`config.mk`:
```
export PLATFORM = sky130hd
export DESIGN_NAME = crf_mode_fsm
export DESIGN_NICKNAME = d
export VERILOG_FILES = /design/src/inc/crf_pkg.sv /design/src/rtl/crf_mode_fsm.sv
export SDC_FILE = /design/constraint.sdc
export NUM_CORES = 1
export LEC_CHECK = 0
export BUFFER_PORTS_ARGS = -buffer_cell sky130_fd_sc_hd__buf_2
export CORE_MARGIN = 2
export CORE_UTILIZATION = 50
export CTS_BUF_LIST = sky130_fd_sc_hd__clkbuf_2 sky130_fd_sc_hd__clkbuf_4 sky130_fd_sc_hd__clkbuf_8
export CTS_CLUSTER_SIZE = 28
export DETAILED_ROUTE_END_ITERATION = 7
export GPL_ROUTABILITY_DRIVEN = 0
export PLACE_DENSITY = 0.7
export SYNTH_ARGS = -nofsm -noshare
export SYNTH_HDL_FRONTEND = slang
export SYNTH_SLANG_ARGS = --single-unit
```
`constraint.sdc`:
```
create_clock -name clk -period 5.65 [get_ports clk]
set_input_delay 0.2825 -clock clk [delete_from_list [all_inputs] [get_ports clk]]
set_output_delay 0.2825 -clock clk [all_outputs]
set_load 0.005 [all_outputs]
```
`src/inc/crf_pkg.sv`:
```
// Shared constants and types for the cryogenic receiver mode controller.
package crf_pkg;

  // Controller states, Gray coded along the usual start-up path.
  typedef enum logic [2:0] {
    ST_INIT = 3'h0,
    ST_COOL = 3'h1,
    ST_REG = 3'h3,
    ST_VFLT = 3'h2,
    ST_SHUT = 3'h6,
    ST_FORCE = 3'h7
  } crf_state_t;

  // Timing, in the units printed, and derived cycle counts at 40 MHz.
  localparam longint CLK_HZ = 40_000_000;
  localparam longint DWELL_S = 300;
  localparam longint INIT_MS = 100;
  localparam longint RAMP_MS = 10;
  localparam longint DEB_MS = 20;
  localparam longint FLASH_MS = 500;
  localparam longint DWELL_CYC = DWELL_S * CLK_HZ;
  localparam longint INIT_CYC = (INIT_MS * CLK_HZ) / 1000;
  localparam longint RAMP_CYC = (RAMP_MS * CLK_HZ) / 1000;
  localparam longint DEB_CYC = (DEB_MS * CLK_HZ) / 1000;
  localparam longint FLASH_CYC = (FLASH_MS * CLK_HZ) / 1000;

  // Register byte offsets.
  localparam logic [7:0] REG_CTRL = 8'h00;
  localparam logic [7:0] REG_DRIVE = 8'h04;
  localparam logic [7:0] REG_STATUS = 8'h08;
  localparam logic [7:0] REG_IRQ_ST = 8'h0c;
  localparam logic [7:0] REG_IRQ_CLR = 8'h10;
  localparam logic [7:0] REG_IRQ_EN = 8'h14;

  // Field positions and reset values.
  localparam int CTRL_AUTO_BIT = 0;
  localparam int DRV_MIN_LSB = 0;
  localparam int DRV_MAX_LSB = 8;
  localparam int DRV_REG_LSB = 16;
  localparam logic CTRL_AUTO_RST = 1'b1;
  localparam logic [7:0] DRV_MIN_RST = 8'h20;
  localparam logic [7:0] DRV_MAX_RST = 8'hff;
  localparam logic [7:0] DRV_REG_RST = 8'h80;

  // Interrupt event bit positions.
  localparam int EV_STATE = 0;
  localparam int EV_VFLT = 1;
  localparam int EV_SHUT = 2;
  localparam int EV_BTN = 3;
  localparam int EV_N = 4;

  // Synchronised pin vector positions.
  localparam int IN_RNG = 0;
  localparam int IN_TOL = 1;
  localparam int IN_VFLT = 2;
  localparam int IN_SHUT = 3;
  localparam int IN_BTN = 4;

  // Front-end drive outputs.
  typedef struct packed {
    logic [7:0] motor_drive;
    logic motor_on;
    logic lna_en;
    logic bypass;
    logic red_led;
    logic grn_led;
    logic alarm;
    logic normal_mode;
  } crf_out_t;

endpackage : crf_pkg

```
`src/rtl/crf_mode_fsm.sv`:
```
// Mode controller for a cooled receive front-end with a small register port.
// What this block does
// - After reset enter state 0: minimum motor drive, bypass, both LEDs steady.
// - State 0 advances unconditionally to cooldown state 1 once initialisation ends.
// - Cooldown runs the motor at maximum, keeps bypass and both LEDs steady.
// - In cooldown, enable the amplifiers once narrow-range temperature is in bounds.
// - Go to regulate after 300 s in tolerance with amplifiers on; restart on exit.
// - Regulate holds temperature indefinitely, normal routing, red off, green on.
// - Supply fault enters state 3 with bypass, red on, green off.
// - State 3 keeps regulating the cooler instead of stopping the motor.
// - In automatic operation, supply fault clearing returns state 3 to regulate.
// - State 4 ramps motor drive to zero, then stops it; bypass, red on, green off.
// - Automatic exit from 4 to 0 needs warmed temperature and all faults clear.
// - Forced bypass request enters state 5 with bypass, overriding everything.
// - In state 5 every lit LED flashes, so at least one flashes.
// - Normal mode only in regulate; every other state reports bypass.
// - Bypass relays route around the filter and the low-noise amplifier.
// - Each button press toggles forced bypass; alarm relay active while forced.
//
// Decided for this implementation: the register offsets and the address-and-strobe port.
module crf_mode_fsm #(
  parameter logic [35:0] P_DWELL = 36'(crf_pkg::DWELL_CYC),
  parameter logic [23:0] P_INIT = 24'(crf_pkg::INIT_CYC),
  parameter logic [23:0] P_RAMP = 24'(crf_pkg::RAMP_CYC),
  parameter logic [23:0] P_DEB = 24'(crf_pkg::DEB_CYC),
  parameter logic [24:0] P_FLASH = 25'(crf_pkg::FLASH_CYC)
) (
  input wire logic clk,
  input wire logic rst_n,
  input wire logic temp_in_range,
  input wire logic temp_in_tol,
  input wire logic vin_fault,
  input wire logic shut_fault,
  input wire logic bypass_btn_n,
  input wire logic [7:0] addr,
  input wire logic [31:0] wr_data,
  input wire logic wr_en,
  input wire logic rd_en,
  output logic [31:0] rd_data,
  output logic irq,
  output crf_pkg::crf_out_t fe
);

  typedef struct packed {
    logic [4:0] s1;
    logic [4:0] s2;
    logic btn_st;
    logic [23:0] deb;
    logic [24:0] fl_cnt;
    logic flash;
    crf_pkg::crf_state_t state;
    logic [35:0] dwell;
    logic [23:0] tmr;
    logic red_base;
    logic auto_en;
    logic [7:0] drv_min;
    logic [7:0] drv_max;
    logic [7:0] drv_reg;
    logic [crf_pkg::EV_N-1:0] ev_st;
    logic [crf_pkg::EV_N-1:0] ev_en;
    logic [31:0] rd_data;
    logic irq;
    crf_pkg::crf_out_t fe;
  } crf_st_t;

  crf_st_t st_r;
  crf_st_t st_nxt;

  always_comb
  begin
    logic press;
    logic rng;
    logic tol;
    logic vflt;
    logic sflt;
    logic [crf_pkg::EV_N-1:0] ev;
    crf_pkg::crf_state_t ns;
    press = 1'b0;
    ev = '0;
    st_nxt = st_r;
    rng = st_r.s2[crf_pkg::IN_RNG];
    tol = st_r.s2[crf_pkg::IN_TOL];
    vflt = st_r.s2[crf_pkg::IN_VFLT];
    sflt = st_r.s2[crf_pkg::IN_SHUT];
    // Unless a transition below fires, the state holds.
    ns = st_r.state;

    // Two-stage synchronisers for all pins.
    st_nxt.s1 = {bypass_btn_n, shut_fault, vin_fault, temp_in_tol, temp_in_range};
    st_nxt.s2 = st_r.s1;

    // Debounce: the level must hold for the whole window before it is accepted.
    if (st_r.s2[crf_pkg::IN_BTN] != st_r.btn_st)
    begin
      if (st_r.deb == P_DEB - 24'h1)
      begin
        st_nxt.deb = '0;
        st_nxt.btn_st = st_r.s2[crf_pkg::IN_BTN];
        press = st_r.btn_st;
      end
      else
      begin
        st_nxt.deb = st_r.deb + 24'h1;
      end
    end
    else
    begin
      st_nxt.deb = '0;
    end

    // Free-running slow flash.
    if (st_r.fl_cnt == P_FLASH - 25'h1)
    begin
      st_nxt.fl_cnt = '0;
      st_nxt.flash = ~st_r.flash;
    end
    else
    begin
      st_nxt.fl_cnt = st_r.fl_cnt + 25'h1;
    end

    // State selection; forced bypass outranks shutdown, which outranks supply fault.
    if (press)
    begin
      ev[crf_pkg::EV_BTN] = 1'b1;
      if (st_r.state == crf_pkg::ST_FORCE)
      begin
        ns = crf_pkg::ST_REG;
      end
      else
      begin
        ns = crf_pkg::ST_FORCE;
        st_nxt.red_base = st_r.fe.red_led;
      end
    end
    else if (st_r.state == crf_pkg::ST_FORCE)
    begin
      ns = crf_pkg::ST_FORCE;
    end
    else if (sflt && st_r.state != crf_pkg::ST_SHUT)
    begin
      ns = crf_pkg::ST_SHUT;
    end
    else if (vflt && st_r.state != crf_pkg::ST_SHUT && st_r.state != crf_pkg::ST_VFLT)
    begin
      ns = crf_pkg::ST_VFLT;
    end
    else
    begin
      case (st_r.state)
        crf_pkg::ST_INIT:
        begin
          st_nxt.fe.motor_on = 1'b1;
          st_nxt.fe.motor_drive = st_r.drv_min;
          st_nxt.fe.lna_en = 1'b0;
          st_nxt.tmr = st_r.tmr + 24'h1;
          if (st_r.tmr == P_INIT - 24'h1)
          begin
            ns = crf_pkg::ST_COOL;
          end
        end
        crf_pkg::ST_COOL:
        begin
          st_nxt.fe.motor_on = 1'b1;
          st_nxt.fe.motor_drive = st_r.drv_max;
          if (rng)
          begin
            st_nxt.fe.lna_en = 1'b1;
          end
          // The dwell only runs with the amplifiers already on.
          if (tol && st_r.fe.lna_en)
          begin
            st_nxt.dwell = st_r.dwell + 36'h1;
            if (st_r.dwell == P_DWELL - 36'h1)
            begin
              ns = crf_pkg::ST_REG;
            end
          end
          else
          begin
            st_nxt.dwell = '0;
          end
        end
        crf_pkg::ST_REG:
        begin
          st_nxt.fe.motor_on = 1'b1;
          st_nxt.fe.motor_drive = st_r.drv_reg;
          // Normal routing passes through the amplifiers, so they must be powered.
          st_nxt.fe.lna_en = 1'b1;
        end
        crf_pkg::ST_VFLT:
        begin
          st_nxt.fe.motor_on = 1'b1;
          st_nxt.fe.motor_drive = st_r.drv_reg;
          // Leaving while the supply is still bad would bounce between 2 and 3 every cycle.
          if (st_r.auto_en && !vflt)
          begin
            ns = crf_pkg::ST_REG;
          end
        end
        crf_pkg::ST_SHUT:
        begin
          st_nxt.fe.lna_en = 1'b0;
          if (st_r.fe.motor_drive == 8'h00)
          begin
            st_nxt.fe.motor_on = 1'b0;
          end
          else if (st_r.tmr == P_RAMP - 24'h1)
          begin
            st_nxt.tmr = '0;
            st_nxt.fe.motor_drive = st_r.fe.motor_drive - 8'h01;
          end
          else
          begin
            st_nxt.tmr = st_r.tmr + 24'h1;
          end
          // Restarting while still cold would skip a proper cooldown.
          if (st_r.auto_en && !rng && !sflt && !vflt)
          begin
            ns = crf_pkg::ST_INIT;
          end
        end
        default:
        begin
          ns = crf_pkg::ST_INIT;
        end
      endcase
    end

    if (ns != st_r.state)
    begin
      st_nxt.tmr = '0;
      st_nxt.dwell = '0;
      ev[crf_pkg::EV_STATE] = 1'b1;
      ev[crf_pkg::EV_VFLT] = (ns == crf_pkg::ST_VFLT);
      ev[crf_pkg::EV_SHUT] = (ns == crf_pkg::ST_SHUT);
    end
    st_nxt.state = ns;

    // Indicators and relays follow the next state so they change with it.
    st_nxt.fe.bypass = (ns != crf_pkg::ST_REG);
    st_nxt.fe.normal_mode = (ns == crf_pkg::ST_REG);
    st_nxt.fe.alarm = (ns == crf_pkg::ST_FORCE);
    case (ns)
      crf_pkg::ST_INIT, crf_pkg::ST_COOL:
      begin
        st_nxt.fe.red_led = 1'b1;
        st_nxt.fe.grn_led = 1'b1;
      end
      crf_pkg::ST_REG:
      begin
        st_nxt.fe.red_led = 1'b0;
        st_nxt.fe.grn_led = 1'b1;
      end
      crf_pkg::ST_FORCE:
      begin
        // Green always counts as lit, so one LED flashes whatever the entry state.
        st_nxt.fe.red_led = st_nxt.red_base & st_r.flash;
        st_nxt.fe.grn_led = st_r.flash;
      end
      default:
      begin
        st_nxt.fe.red_led = 1'b1;
        st_nxt.fe.grn_led = 1'b0;
      end
    endcase

    // Register writes.
    if (wr_en)
    begin
      case (addr)
        crf_pkg::REG_CTRL:
        begin
          st_nxt.auto_en = wr_data[crf_pkg::CTRL_AUTO_BIT];
        end
        crf_pkg::REG_DRIVE:
        begin
          st_nxt.drv_min = wr_data[crf_pkg::DRV_MIN_LSB +: 8];
          st_nxt.drv_max = wr_data[crf_pkg::DRV_MAX_LSB +: 8];
          st_nxt.drv_reg = wr_data[crf_pkg::DRV_REG_LSB +: 8];
        end
        crf_pkg::REG_IRQ_EN:
        begin
          st_nxt.ev_en = wr_data[crf_pkg::EV_N-1:0];
        end
        default:
        begin
        end
      endcase
    end
    // A new event wins over a clear in the same cycle.
    if (wr_en && addr == crf_pkg::REG_IRQ_CLR)
    begin
      st_nxt.ev_st = (st_r.ev_st & ~wr_data[crf_pkg::EV_N-1:0]) | ev;
    end
    else
    begin
      st_nxt.ev_st = st_r.ev_st | ev;
    end
    st_nxt.irq = |(st_nxt.ev_st & st_nxt.ev_en);

    // Read data stands for exactly one cycle after the strobe.
    st_nxt.rd_data = '0;
    if (rd_en)
    begin
      case (addr)
        crf_pkg::REG_CTRL:
        begin
          st_nxt.rd_data = {31'h0, st_r.auto_en};
        end
        crf_pkg::REG_DRIVE:
        begin
          st_nxt.rd_data = {8'h00, st_r.drv_reg, st_r.drv_max, st_r.drv_min};
        end
        crf_pkg::REG_STATUS:
        begin
          st_nxt.rd_data = {9'h0, st_r.s2, st_r.fe, st_r.state};
        end
        crf_pkg::REG_IRQ_ST:
        begin
          st_nxt.rd_data = {28'h0, st_r.ev_st};
        end
        crf_pkg::REG_IRQ_EN:
        begin
          st_nxt.rd_data = {28'h0, st_r.ev_en};
        end
        default:
        begin
          st_nxt.rd_data = '0;
        end
      endcase
    end
  end

  always_ff @(posedge clk or negedge rst_n)
  begin
    if (!rst_n)
    begin
      // Pins reset to their idle levels, released button and no fault, so no false event follows.
      st_r.s1 <= 5'h10;
      st_r.s2 <= 5'h10;
      st_r.btn_st <= 1'b1;
      st_r.deb <= '0;
      st_r.fl_cnt <= '0;
      st_r.flash <= 1'b0;
      st_r.state <= crf_pkg::ST_INIT;
      st_r.dwell <= '0;
      st_r.tmr <= '0;
      st_r.red_base <= 1'b0;
      st_r.auto_en <= crf_pkg::CTRL_AUTO_RST;
      st_r.drv_min <= crf_pkg::DRV_MIN_RST;
      st_r.drv_max <= crf_pkg::DRV_MAX_RST;
      st_r.drv_reg <= crf_pkg::DRV_REG_RST;
      st_r.ev_st <= '0;
      st_r.ev_en <= '0;
      st_r.rd_data <= '0;
      st_r.irq <= 1'b0;
      st_r.fe.motor_drive <= 8'h00;
      st_r.fe.motor_on <= 1'b0;
      st_r.fe.lna_en <= 1'b0;
      st_r.fe.bypass <= 1'b1;
      st_r.fe.red_led <= 1'b1;
      st_r.fe.grn_led <= 1'b1;
      st_r.fe.alarm <= 1'b0;
      st_r.fe.normal_mode <= 1'b0;
    end
    else
    begin
      st_r <= st_nxt;
    end
  end

  assign rd_data = st_r.rd_data;
  assign irq = st_r.irq;
  assign fe = st_r.fe;

endmodule : crf_mode_fsm

```
==> reports/qor.yml, run 1 <==
grt_pass1_vias: 7249
ant_nets: 0
die_x_um: 145.4
synthDistinctLibCells: 69
ys_seq_elements: 198
async_flop_share_pct: 100.0
dpl.hpwl_um: 14780
synth.area.top_cells: "dfrtp_1 45%, nor2_1 5.9%, dfstp_2 4.5%"
die_h_um: 145.4
core_um2: 19530
htreeDepth: 4
vias: 7548
ioPinCount: 97
fin_crit_sh_pct: 59.83
worst_pin_slew_ns: 1.152
antenna_found_initial: 0
p_total_mw: 2.838
slew_headroom_pct: 22.99
route.detailed.drc: 0
die-area_um2: 21150
cts_made_buffers: 17
track_usage_pct: 20.73
wl_met3_um: 1052
fp-row-count: 51
insertion_delay_ns: 0.49
stdcell_area_um2: 10790
slowest_stage: "dfrtp_1"
yosysTopAreaCellShare_pct: 45.30
grt_max_degree: 74
diodes: 0
hold_path.class: "input pin to flip-flop"
cts_resized: 0
leakagePower_nw: 4.829
avgViaCountPerCell: 5.575
drv_cap: 0
drtIter0Drc: 567
fin_skew_ns: 0.01550
cpPeakStageDelay_ns: 0.72
finalHoldViolCount: 0
post-place-ws_ns: 2.313
ys_warn_count: 0
hold-worst-slack_ns: 0.02324
critical_path_required_ns: 6.01
fmax_ghz: 0.2958
clock_sinks: 198
wl_per_cell_um: 15.76
drt-total-wl_um: 21340
fin_crit_ns: 3.380
drive_gt1_share_pct: 16.80
setup_ws_ns: 2.270
dr.pass1.iters: 5
slew_violations: 0
ys_seq_area_share_pct: 49.76
syn_inst: 1034
crit_chain: "nor4b_2 -> nand2_1 -> o21a_1 -> or4_1 -> xnor2_1 -> or2_1 -> buf_4 -> o21ai_0"
drt-met1-wl_um: 9902
start_util_pct: 51.21
crit_path_max_fanout: 28
synth_area_um2: 10000
clock_path_buffers: 2
rsz0062_at_grt: "false"
port_buffers: 80
arrival_ns: 3.74
irDropWorstVdd_mv: 0.1499
report.final.setup_viol: 0
overflow: 0
final_net_count: 1130
ys.flop_type: "dfrtp_1"
critPathKind: "flip-flop to flip-flop"
critPathLaunchType: "flip-flop"
clockRootBuffer: "clkbuf_8"
grt_pass1_wl_um: 35890
synth.avg_cell_area_um2: 9.671
clk_pin_slew_ns: 0.11
power_density_nw_per_um2: 263.0
netlist.top_cell.by_area: "dfrtp_1"
cts_tree: "built"
outcome: "finished, final reports clean"
route.met2.wl_um: 9863
synth-edff-count: 0
dpl-instance-area_um2: 10310
area_delta_synth_final_pct: 7.933
routed.top_layer: "met4"
finalSetupTns_ns: 0
critPathCaptureType: "flip-flop"
[registers in the layout (all words and copies together), names as in the netlist]
name / count
st_nxt: 5
irq: 1
st_r: 153
rd_data: 24
fe: 15
[critical path: cells and delay by family (launching register included)]
| kind | cells | cell delay [ns] |
|---|---|---|
| and+or+nand+nor | 4 | 1.64 |
| DFF | 1 | 0.72 |
| buffers and inverters | 1 | 0.37 |
| AOI/OAI and AO/OA | 2 | 0.27 |
| xor gates and xnor gates | 1 | 0.25 |
[report_power, final]
group / internal, mW / switching [mW]
registers: 1.49 / 0.0960
logic: 0.156 / 0.216
clock network: 0.355 / 0.523
[logic make-up after synthesis]
| family | after synthesis | synth area share (%) |
|---|---|---|
| XOR/XNOR | 81 | 7.095 |
| AND/OR/NAND/NOR | 466 | 23.54 |
| flip-flops | 198 | 49.76 |
| other | 1 | 0.03750 |
| adder cells (fa/ha/maj) | 5 | 0.6256 |
| multiplexers | 34 | 3.816 |
| buffers and inverters | 100 | 5.931 |
| AO/OA/AOI/OAI | 149 | 9.197 |
[stage by stage]
step | cells | util, %
finish | 1354 | 55.27
global route | 1354 | 55.27
CTS | 1351 | 55.12
detailed placement | 1312 | 52.79
global placement | 1312 | 52.79
floorplan | 1041 | -
[per-layer routing]
layer | track usage, % | up-vias
li1 | - | 3671
met1 | 28.53 | 3633
met2 | 32.32 | 203
met3 | 4.357 | 41
met4 | 8.186 | 0
met5 | 0 | -
[final cells by class]
| class | instances | area, µm² |
|---|---|---|
| Inverter | 17 | 63.81 |
| Fill cell | 1772 | 8733 |
| Tap cell | 265 | 331.6 |
| Timing Repair Buffer | 99 | 576.8 |
| Sequential cell | 198 | 4976 |
| Multi-Input combinational cell | 743 | 4461 |
| Clock buffer | 20 | 275.3 |
| Clock inverter | 12 | 108.9 |
[what timing repair did]
| action | 4_1_cts | 5_1_grt |
|---|---|---|
| hold endpoints to repair | 69 | 3 |
| hold buffers | 7 | 3 |
| setup buffers | 0 | 0 |
[cells in the final DEF, fill, tap and decap left out, drive strengths merged, types with 5 or more instances in the layout]
| cell type | netlist | layout |
|---|---|---|
| and4 | 9 | 9 |
| o21ai | 49 | 49 |
| mux2 | 33 | 33 |
| o22ai | 6 | 6 |
| a21oi | 41 | 41 |
| nand2 | 83 | 83 |
| nor3 | 34 | 34 |
| or4 | 7 | 7 |
| nor4 | 15 | 15 |
| nor2b | 13 | 13 |
| a22oi | 20 | 20 |
| inv | 17 | 24 |
| or3 | 7 | 7 |
| conb | 1 | 8 |
| nor3b | 8 | 8 |
| nand3 | 51 | 51 |
| and3 | 20 | 20 |
| xor2 | 45 | 45 |
| nor2 | 158 | 158 |
| buf | 59 | 88 |
| clkbuf | 24 | 21 |
| ha | 5 | 5 |
| dfstp | 17 | 17 |
| xnor2 | 36 | 36 |
| dfrtp | 181 | 181 |
| dlygate4sd3 | 0 | 10 |
| nand4 | 32 | 32 |
[final timing paths]
path | slack [ns] | startpoint | endpoint | cells after the start
min in group asynchronous | 0.34 | rst_n | st_r[163]$_DFF_PN0_ | 2
min reg2reg | 0.36 | st_nxt[198]$_DFF_PN0_ | st_r[198]$_DFF_PN0_ | 0
max reg2reg | 2.27 | st_r[142]$_DFF_PN0_ | st_r[108]$_DFFE_PN0P_ | 8
min | 0.02 | wr_data[19] | st_r[59]$_DFFE_PN0P_ | 2
max in group asynchronous | 4.02 | rst_n | st_r[58]$_DFFE_PN0P_ | 3
max | 2.27 | st_r[142]$_DFF_PN0_ | st_r[108]$_DFFE_PN0P_ | 8
[Yosys cell counts, types with 3 or more instances]
| library cell | instances |
|---|---|
| a211oi_1 | 3 |
| a21oi_1 | 41 |
| a221oi_1 | 3 |
| a222oi_1 | 4 |
| a22oi_1 | 20 |
| a31oi_1 | 3 |
| and2_1 | 4 |
| and3_1 | 20 |
| and4_1 | 8 |
| buf_1 | 3 |
| buf_2 | 3 |
| buf_4 | 49 |
| buf_6 | 4 |
| clkbuf_1 | 24 |
| dfrtp_1 | 181 |
| dfstp_2 | 17 |
| ha_1 | 5 |
| inv_1 | 17 |
| mux2_2 | 32 |
| nand2_1 | 83 |
| nand2b_1 | 4 |
| nand3_1 | 50 |
| nand4_1 | 32 |
| nand4b_1 | 4 |
| nor2_1 | 158 |
| nor2b_1 | 13 |
| nor3_1 | 33 |
| nor3b_1 | 7 |
| nor4_1 | 14 |
| o21ai_0 | 48 |
| o22ai_1 | 6 |
| o2bb2ai_1 | 3 |
| or3_1 | 7 |
| or4_1 | 7 |
| xnor2_1 | 36 |
| xor2_1 | 45 |
Power figures use the tool's default switching activity.
==> inputs of run 2 (changes only) <==
- clock period: 5.65 -> 3.2 ns (I/O delays scaled with it)
==> run 2 against run 1 <==
First-iteration DRC count shrank 3.2%; clock power grew 91%; die area is the same; final area grew 3.5%; register-to-register slack lost 2.0 ns; critical path depth is the same; largest cell class unchanged; via count grew 2.6%; fmax grew 17%; total power grew 82%; worst setup slack lost 2.0 ns.
==> reports/qor.yml, run 2 (same netlist as run 1, synthesis figures left out) <==
cts_setup_buffers: 0
finalSetupTns_ns: 0
vias: 7747
fin_skew_ns: 0.02296
diodes: 0
clock_path_buffers: 2
critPathLaunchType: "flip-flop"
insertion_delay_ns: 0.47
area_delta_synth_final_pct: 11.66
port_buffers: 80
die_x_um: 145.4
cts_tree: "built"
slew_headroom_pct: 33.86
die-area_um2: 21150
clk_pin_slew_ns: 0.11
slew_violations: 0
fmax_ghz: 0.3461
hold_path.class: "input pin to flip-flop"
dr.pass1.iters: 8
cts_made_buffers: 17
grt_pass1_vias: 7382
multi_input_area_um2: 4462
ioPinCount: 97
drive_gt1_share_pct: 17.69
critPathCaptureType: "flip-flop"
route.detailed.drc: 0
largest_reg_flops: 153
drv_cap: 0
fp-row-count: 51
htreeDepth: 4
die_h_um: 145.4
core_um2: 19530
ant_nets: 0
antenna_found_initial: 0
grt_max_degree: 96
outcome: "finished, final reports clean"
final_util_pct: 57.18
arrival_ns: 3.27
report.final.setup_viol: 0
avgViaCountPerCell: 5.573
fill_cells: 1685
mostFrequentLayoutCells: "181 x dfrtp_1, 158 x nor2_1, 83 x nand2_1, 79 x buf_2, 50 x nand3_1"
cpPeakStageDelay_ns: 0.44
track_usage_pct: 21.43
power_density_nw_per_um2: 463.7
start_util_pct: 51.21
finalHoldViolCount: 0
post-place-ws_ns: 0.2579
drt-total-wl_um: 22330
final_common_cell: "dfrtp_1"
crit_chain: "nor4_2 -> and4_4 -> nand3_4 -> mux2_1 -> or3_1 -> or2_1 -> buf_4 -> nor3_1"
slowest_stage: "dfrtp_1"
wl_per_cell_um: 16.06
overflow: 0
top_register: "st_r"
critical_path_required_ns: 3.58
crit_path_max_fanout: 33
clock_sinks: 198
grt_pass1_wl_um: 37430
irDropWorstVdd_mv: 0.3943
leakagePower_nw: 5.007
final_net_count: 1166
setup_ws_ns: 0.3105
fin_crit_sh_pct: 90.30
rsz0062_at_grt: "false"
seqCellArea_um2: 4976
clockRootBuffer: "clkbuf_8"
reg_top3: "st_r x153, rd_data x24, fe x15"
critPathKind: "flip-flop to flip-flop"
dpl.hpwl_um: 15610
hold-worst-slack_ns: 0.05958
worst_pin_slew_ns: 0.9920
drtIter0Drc: 549
p_total_mw: 5.177
fin_crit_ns: 2.889
==> run 2: worst max-delay path, delay by kind of cell (launching register included) <==
family,cells,cell delay [ns]
and+or+nand+nor,6,1.75
DFF,1,0.44
muxes,1,0.33
buffers and inverters,1,0.26
==> run 2: per-layer routing <==
layer,part of all wire [%],GRT usage [%],up-vias
met5,0,0,-
met1,46,29.43,3758
met2,47,34.43,209
met4,2.3,7.010,0
li1,-,-,3745
met3,4.4,4.232,35
==> run 2: cell type report <==
| type | instances | area share (%) |
|---|---|---|
| Clock buffer | 19 | 2.286 |
| Sequential cell | 198 | 44.57 |
| Inverter | 17 | 0.5715 |
| Tap cell | 265 | 2.970 |
| Timing Repair Buffer | 135 | 8.169 |
| Clock inverter | 13 | 1.479 |
| Multi-Input combinational cell | 743 | 39.96 |
==> run 2: through the flow <==
stage	std cells	area [µm²]
4_1_cts	1390	11160
3_5_place_dp	1327	10430
6_report	1390	11170
3_3_place_gp	1327	10430
2_1_floorplan	1041	10030
5_1_grt	1390	11170
==> run 2: repair_timing <==
| action | CTS | global route |
|---|---|---|
| setup endpoints to repair | 0 | 4 |
| hold buffers | 31 | 0 |
| resized for setup | 0 | 1 |
| hold endpoints to repair | 126 | 0 |
==> run 2: path summary, 6_finish.rpt <==
check / start / to / slack (ns) / cells past startpoint
min reg2reg: st_nxt[199]$_DFF_PN0_ / st_r[199]$_DFF_PN0_ / 0.34 / 0
max: st_r[191]$_DFF_PN0_ / st_r[85]$_DFFE_PN0P_ / 0.31 / 8
min: addr[0] / rd_data[0]$_DFF_PN0_ / 0.06 / 4
min in group asynchronous: rst_n / st_r[164]$_DFF_PN0_ / 0.33 / 2
max reg2reg: st_r[191]$_DFF_PN0_ / st_r[85]$_DFFE_PN0P_ / 0.31 / 8
max in group asynchronous: rst_n / st_r[63]$_DFFE_PN1P_ / 1.98 / 3
==> run 2: report_power, final <==
part | leakage [nW] | total (mW) | internal (mW) | switching [mW]
registers | 2.62 | 2.80 | 2.63 | 0.161
clock network | 0.209 | 1.68 | 0.752 | 0.929
logic | 2.18 | 0.699 | 0.305 | 0.395
==> inputs of run 3 (changes only) <==
- ABC_AREA: unset -> 1
- SETUP_SLACK_MARGIN: unset -> 0.5
==> run 3 against run 2 <==
First-iteration DRC count is 12% higher; routed wire length is 14% higher; critical path type unchanged; fmax is 17% higher; global-route usage is 1.0 points higher; sequential power hardly changed; synthesized cell count is 35% higher; worst setup slack better by 0.42 ns.
==> reports/qor.yml, run 3 <==
synth.avg_cell_area_um2: 7.811
r2r_cells: 17
wl_per_cell_um: 14.29
fin_skew_ns: 0.02505
final_common_cell: "nand2_1"
r2r_setup_slack_ns: 0.73
stdcell_area_um2: 12180
overflow: 0
yosysTopAreaCellShare_pct: 41.48
async_flop_share_pct: 100.0
slew_violations: 0
min_to: "st_r[80]$_DFFE_PN1P_"
dpl.hpwl_um: 18390
critPathCaptureType: "flip-flop"
clk_pin_slew_ns: 0.11
cts_made_buffers: 17
arrival_ns: 2.82
grt_pass1_wl_um: 41780
final_net_count: 1535
critical_path_required_ns: 3.55
grt_pass1_vias: 8813
critPathKind: "flip-flop to flip-flop"
fin_crit_ns: 2.469
clock_power_share_pct: 27.2
mostFrequentLayoutCells: "310 x nand2_1, 180 x dfrtp_1, 172 x inv_1, 172 x nor2_1, 79 x buf_2"
post-place-ws_ns: 0.4848
min_from: "addr[2]"
pwr-share-comb_pct: 27.8
antenna_found_initial: 0
drtIter0Drc: 616
synth_area_um2: 10920
avgViaCountPerCell: 5.333
report.final.setup_viol: 0
power_density_nw_per_um2: 507.8
port_buffers: 80
top_register: "st_r"
insertion_delay_ns: 0.48
fin_crit_sh_pct: 77.16
clock_sinks: 198
sw_frac_of_total_pct: 37.21
outcome: "finished, final reports clean"
route.detailed.drc: 0
clock_path_buffers: 2
ys_warn_count: 0
drive_gt1_share_pct: 14.73
htreeDepth: 4
critPathLaunch: "st_r[83]$_DFFE_PN0P_"
fill_cells: 1971
track_usage_pct: 22.47
hold_path.class: "input pin to flip-flop"
core_um2: 21620
switchingPower_mw: 2.301
slew_headroom_pct: 40.43
syn_inst: 1398
synth.area.top_cells: "dfrtp_1 41%, nand2_1 11%, nor2_1 6.1%"
finalSetupTns_ns: 0
vias: 9461
cts_tree: "built"
finalHoldViolCount: 0
drv_cap: 0
setup_ws_ns: 0.7308
pwr-share-seq_pct: 44.9
clockRootBuffer: "clkbuf_8"
die-area_um2: 23040
fp-row-count: 54
die_x_um: 151.8
dpl-instance-area_um2: 11340
synth-edff-count: 0
rsz0062_at_grt: "true"
ys.flop_type: "dfrtp_1"
p_int_mw: 3.883
diodes: 0
ioPinCount: 97
ant_nets: 0
die_h_um: 151.8
netlist.top_cell.by_area: "dfrtp_1"
largest_reg_flops: 153
worst_pin_slew_ns: 0.8914
drt-total-wl_um: 25360
dr.pass1.iters: 6
worst_r2r_endpoint: "irq$_DFF_PN0_"
leakagePower_nw: 5.485
holdPathStages: 4
reg_top3: "st_r x153, rd_data x24, fe x15"
grt_max_degree: 87
synth.top_cells.by_count: "310 x nand2_1, 181 x dfrtp_1, 176 x nor2_1"
crit_path_max_fanout: 14
ys_seq_elements: 198
irDropWorstVdd_mv: 0.3493
area_delta_synth_final_pct: 11.53
ys_seq_area_share_pct: 45.57
start_util_pct: 50.50
yosysMostFrequentCell: "nand2_1"
hold-worst-slack_ns: 0.03648
synthDistinctLibCells: 53
critPathLaunchType: "flip-flop"
r2r_start: "st_r[83]$_DFFE_PN0P_"
fmax_ghz: 0.4050
run 3: changes by cell type in the layout (fill, tap and decap cells not counted), moves of 13 or more:
| cell | before | now |
|---|---|---|
| and3_1 | 20 | 1 |
| nand2_1 | 83 | 310 |
| nor3_1 | 33 | 51 |
| nor2b_1 | 13 | 0 |
| xnor2_1 | 36 | 7 |
| nor2_1 | 158 | 172 |
| nand3_1 | 50 | 67 |
| inv_1 | 17 | 172 |
| a21oi_1 | 41 | 67 |
| nor4_1 | 14 | 28 |
| mux2_2 | 32 | 15 |
| a22oi_1 | 20 | 0 |
run 3: worst max-delay path, stage by stage (launching register included):
cell	delay [ns]
dfrtp_1	0.40
ha_2	0.22
nand2_1	0.08
nor2_2	0.15
nand2_1	0.14
nor2_1	0.12
nand3_1	0.14
nand2_1	0.09
nand2_1	0.07
nand2_2	0.09
nand2_1	0.06
nand2_2	0.09
nand3_4	0.17
buf_6	0.22
nand2_1	0.07
nand2_1	0.06
nand2_1	0.06
nand3_1	0.08
run 3: timing repair:
action | in CTS | in global routing
buffers inserted | 0 | 7
hold endpoints to repair | 101 | 1
cloned | 0 | 0
gates resized for setup | 1 | 14
setup endpoints to repair | 7 | 50
pin swaps | 0 | 3
hold buffers | 29 | 1
run 3: power by group through the flow:
stage | logic, mW | registers (mW) | clock network [mW]
3_3_place_gp | 1.53 | 2.83 | 0
5_1_grt | 1.91 | 2.79 | 1.81
2_1_floorplan | 1.19 | 2.76 | 0
3_5_place_dp | 1.55 | 2.83 | 0
6_report | 1.72 | 2.78 | 1.68
4_1_cts | 1.58 | 2.78 | 1.72
run 3: cells by family after synthesis:
group,share of synthesized area (%)
buf+inv,10.67
other cells,0.03434
flops,45.57
simple gates,28.76
compound gates,9.316
mux,1.547
fa+ha+maj,0.5729
xor+xnor,3.529
run 3: layer usage:
metal | vias to the layer above | GRT usage (%) | part of all wire [%]
met4 | 0 | 7.731 | 2.2
met2 | 302 | 35.54 | 46
li1 | 4682 | - | -
met1 | 4434 | 31.69 | 47
met3 | 43 | 3.353 | 5.3
met5 | - | 0 | 0
run 3: cell type report:
type	count	area, µm²	share of cell area, %
timing repair buffer	132	903.4	7.418
tap	280	350.3	2.877
clock buffer	17	234.0	1.921
inverter	179	676.9	5.558
multi-input combinational	953	4853	39.85
clock inverter	15	182.7	1.500
sequential	198	4977	40.87
run 3: worst max path at each step:
stage,to,slack (ns),cells past startpoint
after floorplan,st_r[95]$_DFFE_PN0P_,1.11,12
after global placement,st_r[83]$_DFFE_PN0P_,0.58,15
after detailed placement,st_r[82]$_DFFE_PN0P_,0.48,15
after CTS,st_r[82]$_DFFE_PN0P_,0.53,15
after global routing,st_r[140]$_DFFE_PN0P_,0.48,13
final,irq$_DFF_PN0_,0.73,17
run 3: per-stage QoR:
stage | std cells | util, % | total power, mW
3_5_place_dp | 1705 | 52.45 | 4.377
2_1_floorplan | 1405 | - | 3.954
4_1_cts | 1766 | 55.72 | 6.082
6_report | 1774 | 56.33 | 6.184
5_1_grt | 1774 | 56.33 | 6.521
3_3_place_gp | 1705 | 52.45 | 4.363
